==> src/emsc_defines.svh <==
// constants for the external memory strobe controller
`ifndef EMSC_DEFINES_SVH
`define EMSC_DEFINES_SVH

`define EMSC_CLK_PERIOD_NS   8
`define EMSC_STROBE_NS       16
`define EMSC_STROBE_CYC      ((`EMSC_STROBE_NS + `EMSC_CLK_PERIOD_NS - 1) / `EMSC_CLK_PERIOD_NS)
`define EMSC_DATA_WIDTH      16
`define EMSC_PUR_PROG_BIT    8
`define EMSC_PUR_WIDTH       16
`define EMSC_CS0_PS_RST      1'b1
`define EMSC_CS1_DS_RST      1'b1
`define EMSC_STROBE_IDLE     1'b1

`endif

==> src/emsc_pkg.sv <==
// types for the external memory strobe controller
package emsc_pkg;

  typedef enum logic [3:0] {
    EMSC_ST_IDLE   = 4'h1,
    EMSC_ST_SETUP  = 4'h2,
    EMSC_ST_STROBE = 4'h4,
    EMSC_ST_HOLD   = 4'h8
  } emsc_state_type;

endpackage

==> src/ext_mem_strobe_control.sv <==
// strobe, select and data-direction control for external static memory
// How it works
// - read strobe low, data pins become inputs
// - read data latched as read strobe rises
// - selects valid from setup through hold, framing the strobe
// - idle read strobe floats or drives per control
// - write strobe low, write data driven out
// - idle write strobe floats or drives per control
// - program select low for program memory accesses
// - chip select zero resets as program select
// - idle chip select zero floats or drives
// - pull-up disable bit kills strobe pull-ups
// - program pin usable as GPIO, own pull-up
// - data select low for data accesses, reset default
`timescale 1ns/100ps
`include "emsc_defines.svh"

module ext_mem_strobe_control
  import emsc_pkg::*;
#(
  parameter int DATA_WIDTH = `EMSC_DATA_WIDTH,
  parameter int STROBE_CYC = `EMSC_STROBE_CYC
) (
  input  wire logic                  clk_sys,             // system clock, 125 MHz
  input  wire logic                  srst,                // synchronous reset, active high
  input  wire logic                  clk_en,              // clock enable, freezes state when low
  input  wire logic                  acc_req,             // start an external access
  input  wire logic                  acc_write,           // 1 write, 0 read
  input  wire logic                  acc_prog,            // 1 program space, 0 data space
  input  wire logic [1:0]            acc_cs_hit,          // generic chip select decode hits
  input  wire logic [DATA_WIDTH-1:0] acc_wdata,           // write data
  output logic                       acc_ready,           // idle, request accepted
  output logic [DATA_WIDTH-1:0]      rd_data,             // latched read data
  output logic                       rd_valid,            // read data updated, one cycle
  input  wire logic                  bus_drive_ctl,       // drive controls while idle
  input  wire logic                  cs_cfg_we,           // load chip select function
  input  wire logic                  cs_cfg_ps_mode,      // chip select zero acts as program sel
  input  wire logic                  cs_cfg_ds_mode,      // chip select one acts as data sel
  input  wire logic                  ctrl_pullup_disable, // strobe pull-up disable bit
  input  wire logic [`EMSC_PUR_WIDTH-1:0] port_pullup_reg, // port pull-up enables
  input  wire logic                  prog_pin_gpio_en,    // program select pin used as GPIO
  input  wire logic                  prog_pin_gpio_dir,   // GPIO direction, 1 output
  input  wire logic                  prog_pin_gpio_out,   // GPIO output level
  output logic                       prog_pin_gpio_in,    // GPIO sampled input
  output logic                       read_strobe_n_o,     // read strobe level
  output logic                       read_strobe_n_oe,    // read strobe driven
  output logic                       write_strobe_n_o,    // write strobe level
  output logic                       write_strobe_n_oe,   // write strobe driven
  output logic                       program_space_select_n_o,  // chip select zero level
  output logic                       program_space_select_n_oe, // chip select zero driven
  input  wire logic                  program_space_select_n_i,  // chip select zero pin input
  output logic                       data_space_select_n_o,     // chip select one level
  output logic                       data_space_select_n_oe,    // chip select one driven
  input  wire logic [DATA_WIDTH-1:0] ext_data_pins_i,     // data pins input
  output logic [DATA_WIDTH-1:0]      ext_data_pins_o,     // data pins output
  output logic                       ext_data_pins_oe,    // data pins driven
  output logic                       strobe_pullup_en,    // pull-up on both strobe pins
  output logic                       prog_pin_pullup_en   // pull-up on program select pin
);

  localparam logic [7:0] STROBE_LAST = 8'(STROBE_CYC - 1);

  emsc_state_type        state_q;
  emsc_state_type        state_d;
  logic [7:0]            cnt_q;
  logic [7:0]            cnt_d;
  logic                  is_wr_q;
  logic                  is_prog_q;
  logic [1:0]            hit_q;
  logic                  cs0_ps_mode_q;
  logic                  cs1_ds_mode_q;
  logic                  data_oe_q;
  logic [DATA_WIDTH-1:0] wdata_q;
  logic [DATA_WIDTH-1:0] rdata_q;
  logic                  rd_valid_q;
  logic                  gpio_in_q;
  logic                  cs0_pad_o;
  logic                  cs0_pad_oe;

  wire take      = acc_req && (state_q == EMSC_ST_IDLE);
  wire is_wr_d   = take ? acc_write : is_wr_q;
  wire is_prog_d = take ? acc_prog : is_prog_q;
  wire [1:0] hit_d = take ? acc_cs_hit : hit_q;
  wire active_d  = (state_d != EMSC_ST_IDLE);
  wire strobe_d  = (state_d == EMSC_ST_STROBE);
  // selects span setup, strobe and hold so they frame the strobe edges
  wire rd_assert_d  = strobe_d && !is_wr_d;
  wire wr_assert_d  = strobe_d && is_wr_d;
  wire cs0_assert_d = cs0_ps_mode_q ? is_prog_d : hit_d[0];
  wire cs1_assert_d = cs1_ds_mode_q ? !is_prog_d : hit_d[1];
  wire rd_rise   = (state_q == EMSC_ST_STROBE) && (state_d == EMSC_ST_HOLD) && !is_wr_q;

  always_comb begin
    state_d = state_q;
    cnt_d   = cnt_q;
    case (state_q)
      EMSC_ST_IDLE: begin
        if (acc_req) begin
          state_d = EMSC_ST_SETUP;
        end
      end
      EMSC_ST_SETUP: begin
        state_d = EMSC_ST_STROBE;
        cnt_d   = 8'h00;
      end
      EMSC_ST_STROBE: begin
        if (cnt_q >= STROBE_LAST) begin
          state_d = EMSC_ST_HOLD;
        end else begin
          cnt_d = cnt_q + 8'h01;
        end
      end
      EMSC_ST_HOLD: begin
        state_d = EMSC_ST_IDLE;
      end
      default: begin
        state_d = EMSC_ST_IDLE;
      end
    endcase
  end

  always_ff @(posedge clk_sys) begin
    if (srst) begin
      state_q   <= EMSC_ST_IDLE;
      cnt_q     <= 8'h00;
      is_wr_q   <= 1'b0;
      is_prog_q <= 1'b0;
      hit_q     <= 2'h0;
    end else if (clk_en) begin
      state_q   <= state_d;
      cnt_q     <= cnt_d;
      is_wr_q   <= is_wr_d;
      is_prog_q <= is_prog_d;
      hit_q     <= hit_d;
    end
  end

  // chip select functions restart as the legacy program and data selects
  always_ff @(posedge clk_sys) begin
    if (srst) begin
      cs0_ps_mode_q <= `EMSC_CS0_PS_RST;
      cs1_ds_mode_q <= `EMSC_CS1_DS_RST;
    end else if (clk_en && cs_cfg_we) begin
      cs0_ps_mode_q <= cs_cfg_ps_mode;
      cs1_ds_mode_q <= cs_cfg_ds_mode;
    end
  end

  // write data is held after the strobe rises; only the enable drops
  always_ff @(posedge clk_sys) begin
    if (srst) begin
      data_oe_q  <= 1'b0;
      wdata_q    <= '0;
      rdata_q    <= '0;
      rd_valid_q <= 1'b0;
      gpio_in_q  <= 1'b0;
    end else if (clk_en) begin
      data_oe_q  <= wr_assert_d;
      if (take && acc_write) begin
        wdata_q <= acc_wdata;
      end
      if (rd_rise) begin
        rdata_q <= ext_data_pins_i;
      end
      rd_valid_q <= rd_rise;
      gpio_in_q  <= program_space_select_n_i;
    end
  end

  emsc_strobe_pad u_rd_pad (
    .clk_sys   (clk_sys),
    .srst      (srst),
    .clk_en    (clk_en),
    .assert_d  (rd_assert_d),
    .active_d  (active_d),
    .drive_ctl (bus_drive_ctl),
    .pin_o     (read_strobe_n_o),
    .pin_oe    (read_strobe_n_oe)
  );

  emsc_strobe_pad u_wr_pad (
    .clk_sys   (clk_sys),
    .srst      (srst),
    .clk_en    (clk_en),
    .assert_d  (wr_assert_d),
    .active_d  (active_d),
    .drive_ctl (bus_drive_ctl),
    .pin_o     (write_strobe_n_o),
    .pin_oe    (write_strobe_n_oe)
  );

  emsc_strobe_pad u_cs0_pad (
    .clk_sys   (clk_sys),
    .srst      (srst),
    .clk_en    (clk_en),
    .assert_d  (cs0_assert_d),
    .active_d  (active_d),
    .drive_ctl (bus_drive_ctl),
    .pin_o     (cs0_pad_o),
    .pin_oe    (cs0_pad_oe)
  );

  emsc_strobe_pad u_cs1_pad (
    .clk_sys   (clk_sys),
    .srst      (srst),
    .clk_en    (clk_en),
    .assert_d  (cs1_assert_d),
    .active_d  (active_d),
    .drive_ctl (bus_drive_ctl),
    .pin_o     (data_space_select_n_o),
    .pin_oe    (data_space_select_n_oe)
  );

  // gpio use of the program select pin still floats while in reset
  assign program_space_select_n_o  = prog_pin_gpio_en ? prog_pin_gpio_out : cs0_pad_o;
  assign program_space_select_n_oe = prog_pin_gpio_en ? (prog_pin_gpio_dir && !srst)
                                                      : cs0_pad_oe;
  assign prog_pin_gpio_in   = gpio_in_q;
  assign prog_pin_pullup_en = port_pullup_reg[`EMSC_PUR_PROG_BIT];
  assign strobe_pullup_en   = !ctrl_pullup_disable;
  assign ext_data_pins_o    = wdata_q;
  assign ext_data_pins_oe   = data_oe_q;
  assign rd_data            = rdata_q;
  assign rd_valid           = rd_valid_q;
  assign acc_ready          = (state_q == EMSC_ST_IDLE);

  wire rd_low  = read_strobe_n_oe && !read_strobe_n_o;
  wire wr_low  = write_strobe_n_oe && !write_strobe_n_o;

  property p_rd_inputs;
    @(posedge clk_sys) disable iff (srst) rd_low |-> !ext_data_pins_oe;
  endproperty
  a_rd_inputs: assert property (p_rd_inputs) else $error("data driven during read");

  property p_rd_capture;
    @(posedge clk_sys) disable iff (srst)
      (rd_low && clk_en && state_q == EMSC_ST_STROBE && cnt_q >= STROBE_LAST)
      |=> (rd_data == $past(ext_data_pins_i)) && rd_valid && read_strobe_n_o;
  endproperty
  a_rd_capture: assert property (p_rd_capture) else $error("read data not latched");

  property p_sel_valid;
    @(posedge clk_sys) disable iff (srst)
      (rd_low || wr_low) |-> data_space_select_n_oe && cs0_pad_oe;
  endproperty
  a_sel_valid: assert property (p_sel_valid) else $error("select not driven at strobe");

  property p_idle_drive;
    @(posedge clk_sys) disable iff (srst)
      (state_q == EMSC_ST_IDLE && $past(state_q == EMSC_ST_IDLE) && $past(clk_en)
       && !$past(srst))
      |-> read_strobe_n_oe == $past(bus_drive_ctl)
          && write_strobe_n_oe == $past(bus_drive_ctl)
          && cs0_pad_oe == $past(bus_drive_ctl);
  endproperty
  a_idle_drive: assert property (p_idle_drive) else $error("idle drive wrong");

  property p_wr_data;
    @(posedge clk_sys) disable iff (srst)
      wr_low |-> ext_data_pins_oe && $stable(ext_data_pins_o);
  endproperty
  a_wr_data: assert property (p_wr_data) else $error("write data not held");

  property p_ps_sel;
    @(posedge clk_sys) disable iff (srst)
      ((rd_low || wr_low) && cs0_ps_mode_q) |-> (cs0_pad_o == !is_prog_q);
  endproperty
  a_ps_sel: assert property (p_ps_sel) else $error("program select wrong");

  property p_reset_float;
    @(posedge clk_sys)
      srst |=> !read_strobe_n_oe && !write_strobe_n_oe && !cs0_pad_oe
                      && cs0_ps_mode_q && cs1_ds_mode_q;
  endproperty
  a_reset_float: assert property (p_reset_float) else $error("reset state wrong");

  property p_exclusive;
    @(posedge clk_sys) disable iff (srst)
      !(rd_low && wr_low) && (!ext_data_pins_oe || wr_low);
  endproperty
  a_exclusive: assert property (p_exclusive) else $error("strobes overlap");

endmodule

==> src/emsc_strobe_pad.sv <==
// registered pad driver for one active-low control strobe or select
`timescale 1ns/100ps
`include "emsc_defines.svh"

module emsc_strobe_pad (
  input  wire logic clk_sys,    // system clock
  input  wire logic srst,       // synchronous reset, active high
  input  wire logic clk_en,     // clock enable
  input  wire logic assert_d,   // strobe asserted next cycle
  input  wire logic active_d,   // bus cycle in progress next cycle
  input  wire logic drive_ctl,  // keep driving while the bus is idle
  output logic      pin_o,      // pin level
  output logic      pin_oe      // pin driven
);

  logic pin_o_d;
  logic pin_oe_d;

  // idle pin parks high, driven only when drive_ctl asks for it
  assign pin_o_d  = active_d ? ~assert_d : `EMSC_STROBE_IDLE;
  assign pin_oe_d = active_d | drive_ctl;

  always_ff @(posedge clk_sys) begin
    if (srst) begin
      pin_o  <= `EMSC_STROBE_IDLE;
      pin_oe <= 1'b0;
    end else if (clk_en) begin
      pin_o  <= pin_o_d;
      pin_oe <= pin_oe_d;
    end
  end

endmodule

==> config.mk <==
export PLATFORM = sky130hd
export DESIGN_NAME = ext_mem_strobe_control
export DESIGN_NICKNAME = d
export VERILOG_FILES = /design/src/emsc_pkg.sv /design/src/ext_mem_strobe_control.sv /design/src/emsc_strobe_pad.sv
export VERILOG_INCLUDE_DIRS = /design/src
export SDC_FILE = /design/constraint.sdc
export NUM_CORES = 1
export LEC_CHECK = 0
export CORE_ASPECT_RATIO = 0.7
export CORE_MARGIN = 3
export CORE_UTILIZATION = 54
export CTS_CLUSTER_SIZE = 25
export DETAILED_ROUTE_END_ITERATION = 12
export DONT_BUFFER_PORTS = 1
export GPL_TIMING_DRIVEN = 0
export PLACE_DENSITY_LB_ADDON = 0.05
export SETUP_SLACK_MARGIN = 0.5
export SLEW_MARGIN = 40
export SYNTH_ARGS = -nofsm -noshare
export SYNTH_HDL_FRONTEND = slang
export SYNTH_SLANG_ARGS = --single-unit
==> constraint.sdc <==
create_clock -name clk_sys -period 2.35 [get_ports clk_sys]
set_input_delay 0.1175 -clock clk_sys [delete_from_list [all_inputs] [get_ports clk_sys]]
set_output_delay 0.1175 -clock clk_sys [all_outputs]
set_load 0.05 [all_outputs]
# --- Yosys cells after proc, flatten, opt, wreduce, memory -nomap -nowiden ---
# Cells that the tools add are included.
word_totals:
  regBits: 58
  latchBits: 0
  ramBits: 0
  romBits: 0
  output_inout_bits: 46
  n_memories: 0
op_classes:
  addsub: 1
  mul: 0
  n_div: 0
  magnitude_cmp: 1
  n_eq_ne: 7
  shifts: 0
  n_mux: 16
  n_bitwise: 5
  n_reduce_logical: 17
ops:
  columns: ["cell", "n"]
  rows:
  - ["8-bit case mux with 2 select lines", 1]
  - ["4-bit case mux with 3 select lines", 1]
  - ["1-bit two-way mux", 10]
  - ["8-bit by 1-bit adder with 8-bit output (second input constant)", 1]
  - ["4-bit by 3-bit equality test with 1-bit output (second input constant)", 2]
  - ["8-bit by 1-bit greater-or-equal comparator with 1-bit output (second input constant)", 1]
  - ["1-bit logical AND", 8]
  - ["4-bit two-way mux", 2]
  - ["8-bit two-way mux", 1]
  - ["1-bit zero test", 5]
  - ["4-bit by 1-bit equality test with 1-bit output (second input constant)", 1]
  - ["4-bit by 2-bit equality test with 1-bit output (second input constant)", 1]
  - ["4-bit equality test (second input constant)", 1]
  - ["4-bit by 1-bit != test with 1-bit output (second input constant)", 1]
  - ["1-bit inverter", 4]
  - ["2-bit AND reduction", 2]
  - ["3-bit AND reduction", 1]
  - ["2-bit two-way mux", 1]
  - ["2-bit != test (second input constant)", 1]
  - ["2-bit nonzero test", 1]
  - ["1-bit OR", 1]

# --- Longest topological paths before layout ---
depth:
  depth_word: 7
  ltp_mapped: 7
  mapped_depth_nobuf: 6

# --- By module ---
# Synthesis repeated with hierarchy kept, for this count alone.
hier_totals:
  cells_unflattened: 272
  area_unflattened_um2: 2586.2
by_module_without_submodules:
  columns: ["module", "n_inst", "cells_each", "area_each_um2", "seq_area_each_um2"]
  rows:
  - ["ext_mem_strobe_control", 1, 240, 2296.0, 1061.0]
  - ["emsc_strobe_pad", 4, 8, 72.6, 40.0]

# --- Worst setup path before layout ---
# No wires, ideal clock.
synth_path:
  path_kind: "register to register"
  from: "register state_q[3]"
  to: "register u_cs0_pad.pin_o"
  arrival_time_ns: 1.953
  slack_ns: 0.320
  path_stages_with_launch: 6
  n_path_buf: 1
  path_cell_list: "dfxtp_1 -> buf_2 -> nor4b_4 -> nand2_1 -> mux4_2 -> a41oi_2"
synth_between:
  elab_chain_len: 6
  elab_cells_between_ends: 13
  classes_between: "4 x eq/ne; 7 x mux; 1 x bitwise; 1 x reduce/logical"
synth_rtl:
  columns: ["element", "line_no", "rtl"]
  rows:
  - ["start, declared", "ext_mem_strobe_control.sv:63", "emsc_state_type state_q;"]
  - ["start signal, assigned", "ext_mem_strobe_control.sv:130", "state_q <= state_d;"]
  - ["4-bit by 1-bit equality test with 1-bit output *", null, null]
  - ["net acc_ready", "ext_mem_strobe_control.sv:32", "output logic acc_ready,"]
  - ["branches (longest 4 deep; another with 4-bit case mux with 3 select lines)", null, null]
  - ["1-bit two-way mux (no source line) *", null, null]
  - ["end signal, assigned", "emsc_strobe_pad.sv:25", "pin_o <= `EMSC_STROBE_IDLE;"]
  - ["end signal, assigned", "emsc_strobe_pad.sv:28", "pin_o <= pin_o_d;"]
  - ["end, declared", "emsc_strobe_pad.sv:12", "output logic pin_o,"]
# Mark *: on every way through the listed nets, which the timed path passes.
# A chain may end at the register's enable or synchronous reset.

# --- Final worst setup path ---
layout_path:
  from: "register state_q[0]"
  to: "register rdata_q[7] (netlist: rd_data[7])"
layout_between:
  elab_chain_len: 6
  elab_cells_between_ends: 10
  classes_between: "4 x eq/ne; 3 x mux; 3 x reduce/logical"
layout_rtl:
  columns: ["element", "line_no", "rtl"]
  rows:
  - ["4-bit by 3-bit equality test with 1-bit output (tied with other cells)", "ext_mem_strobe_control.sv:91, ext_mem_strobe_control.sv:96", null]
  - ["4-bit case mux with 3 select lines", "ext_mem_strobe_control.sv:96", "case (state_q)"]
  - ["4-bit equality test", "ext_mem_strobe_control.sv:91", "wire rd_rise = (state_q == EMSC_ST_STROBE) && (state_d == EMSC_ST_HOLD) && !is_wr_q;"]
  - ["1-bit logical AND * (2 in series)", "ext_mem_strobe_control.sv:91", null]
  - ["2-bit AND reduction (no source line) *", null, null]
  - ["end signal, assigned", "ext_mem_strobe_control.sv:163", "rdata_q <= ext_data_pins_i;"]
  - ["end, declared", "ext_mem_strobe_control.sv:74", "logic [DATA_WIDTH-1:0] rdata_q;"]
# Every way passes the cells marked *; elsewhere a longest branch is shown, timed or not.

==> flow_metrics.py <==
metrics = {
    "sta": {
        "worst_pin_slew_ps": 669.6,
        "max_slew_margin_pct": 55.36,
        "rsz0062_at_grt": "true",
        "fmax_mhz": 518.4,
        "hold_viol_final": 0,
        "final.period_utilization_pct": 82.08,
        "period_needed_ps": 1929,
        "timing.setup.tns_ps": 0,
        "finClkSkew_ps": 10.45,
        "setup_violations": 0,
        "fin_ws_ps": 421.0,
        "final_max_slew_viol_count": 0,
    },
    "setup_path": {
        "cp-end-kind": "flop",
        "cp-start-kind": "flop",
        "path_max_fanout": 10,
        "cp_data_required_time_ps": 2610,
        "path_class": "flop to flop",
        "cp.arrival_ps": 2190,
    },
    "layout": {
        "area_growth_pct": 41.86,
        "final_cell_area_um2": 3523,
        "fin_nets": 402,
        "fin_util_pct": 84.69,
        "drive_above_1_share_pct": 24.78,
        "antenna_cells": 0,
    },
    "yosys": {
        "ys_seq_area_share_pct": 46.75,
        "netlist_area_um2": 2484,
        "ys.flop_type": "dfxtp_1",
        "yosys.area.top_type_share_pct": 46.75,
        "synthesis.nets": 335,
        "async_reset_ff_share_pct": 0,
        "avgSynthCellArea_um2": 9.302,
        "netlist_top_cells_count": "dfxtp_1, nand3_1, a21oi_1",
        "synth.top_cells.by_area": "dfxtp_1, mux2i_1, nand3_1, a21oi_1, nor2_1",
        "yosysWarnings": 0,
        "ys_seq_elements": 58,
        "synth_top_cell_by_area": "dfxtp_1",
        "syn_inst": 267,
        "synth_cell_type_count": 48,
        "yosysMostFrequentCell": "dfxtp_1",
        "synth-edff-count": 0,
    },
    "die": {
        "core_area_um2": 4160,
        "die_w_um": 87.06,
        "initial_core_util_pct": 59.70,
        "fp.dieArea_um2": 5462,
        "placementRows": 19,
        "dieHeight_um": 62.74,
        "pin_count": 111,
    },
    "clock_tree": {
        "cts-root-buf": "clkbuf_8",
        "cts.sink_count": 58,
        "cts-buffers-inserted": 9,
        "htreeDepth": 3,
        "cts_tree": "built",
        "clk_path_buf_depth": 2,
        "insertion_delay_ps": 350,
        "clkTransAtPathRegs_ps": 60,
    },
    "job": {
        "cap_violations": 0,
    },
    "global_routing": {
        "overflow": 0,
        "antenna_found_initial": 0,
        "grt_pass1_wl_um": 11680,
        "grt_pass1_vias": 2296,
        "grt_use_total_pct": 27.85,
        "grt_max_degree": 11,
    },
    "worst_hold_path": {
        "hold_path.class": "primary input to flop",
    },
    "drt": {
        "drt_pass1_iterations": 4,
        "via_count": 2352,
        "route.antenna.remaining_nets": 0,
        "routed_via_density": 6.015,
        "drc": 0,
        "routedWlPerCell_um": 19.36,
        "drt_wl_total_um": 7571,
        "drt-initial-drc-count": 237,
    },
    "pwr": {
        "leakagePower_nw": 1.382,
        "power.density_nw_per_um2": 672.2,
        "power_w": 0.002368,
        "peakVddDrop_mv": 0.6019,
    },
    "place": {
        "place.port_buffers": 0,
        "place_area_um2": 2597,
        "pre_cts_ws_ps": 256.8,
        "gp_congestion": 0.8616,
        "dp_hpwl_um": 4321,
    },
    "status": {
        "status": "finished, final reports clean",
    },
}
-- cell families (layout without fill, tap and decap cells) --
group	after synthesis	count (layout)	synth area share, %
and+or+nand+nor	90	90	18.79
AOI/OAI and AO/OA	65	65	17.58
DFF	58	58	46.75
buffers and inverters	29	101	5.491
muxes	21	21	9.521
adders and majority gates	3	3	1.511
xor gates and xnor gates	1	1	0.3527
-- per-layer routing --
metal	GRT usage (%)	part of all wire (%)
met1	34.57	40
met2	42.23	47
met3	12.65	11
met4	9.922	1.7
met5	0	0
-- worst max-delay path, stage by stage (launching register included) --
cell,delay [ps]
dfxtp_1,330
buf_6,140
xor2_1,300
a211o_1,340
clkbuf_2,400
o21ai_1,120
a21oi_1,200
-- worst paths after layout --
kind	from	cells past startpoint	to	slack, ps
worst max-delay path	state_q[0]	6	rd_data[7]	420
worst min-delay path	acc_req	3	ext_data_pins_oe	120
worst max register to register	state_q[0]	6	rd_data[7]	420
worst min register to register	hit_q[1]	2	hit_q[1]	470
-- sequential cells by signal, summed over array words and instances (netlist names), 2 cells and up --
name / count
cnt_q: 8
ext_data_pins_o: 16
hit_q: 2
rd_data: 16
state_q: 4
-- cells in the final DEF, fill, tap and decap left out, drive strengths merged, types with 3 or more instances in the layout --
master	instances
nand3	29
nor3	4
clkbuf	20
mux2i	18
buf	22
a21oi	24
dlygate4sd3	44
nor2	23
dfxtp	58
nand2	15
ha	3
o21a	3
nor4	3
nor4b	3
o21ai	18
inv	10
-- cell type report --
class / instances / area (um^2)
Multi-Input combinational cell: 180 / 1353
Sequential cell: 58 / 1169
Fill cell: 235 / 636.9
Timing Repair Buffer: 56 / 549.3
Clock buffer: 11 / 141.4
Buffer: 19 / 126.4
Clock inverter: 5 / 77.57
Tap cell: 52 / 65.06
Inverter: 10 / 42.54
-- through the flow --
step,cells,hold WS [ps]
3_5_place_dp,321,272.1
6_report,391,115.2
3_3_place_gp,319,263.3
4_1_cts,387,96.23
5_1_grt,391,112.8
2_1_floorplan,267,261.4
-- where the power goes --
| group | switching (W) | internal (W) |
|---|---|---|
| clock network | 0.000395 | 0.000622 |
| registers | 0.0000609 | 0.00100 |
| logic | 0.000158 | 0.000129 |
| total | 0.000614 | 0.00175 |
-- what timing repair did --
action                     4_1_cts  5_1_grt
pin swaps                        5       22
gates cloned                     0        1
hold endpoints to repair        40        0
resized for setup               14       46
setup buffers                    6        3
hold buffers                    44        0
setup endpoints to repair       24       36
Note: power is estimated with default switching activity, not from simulation.
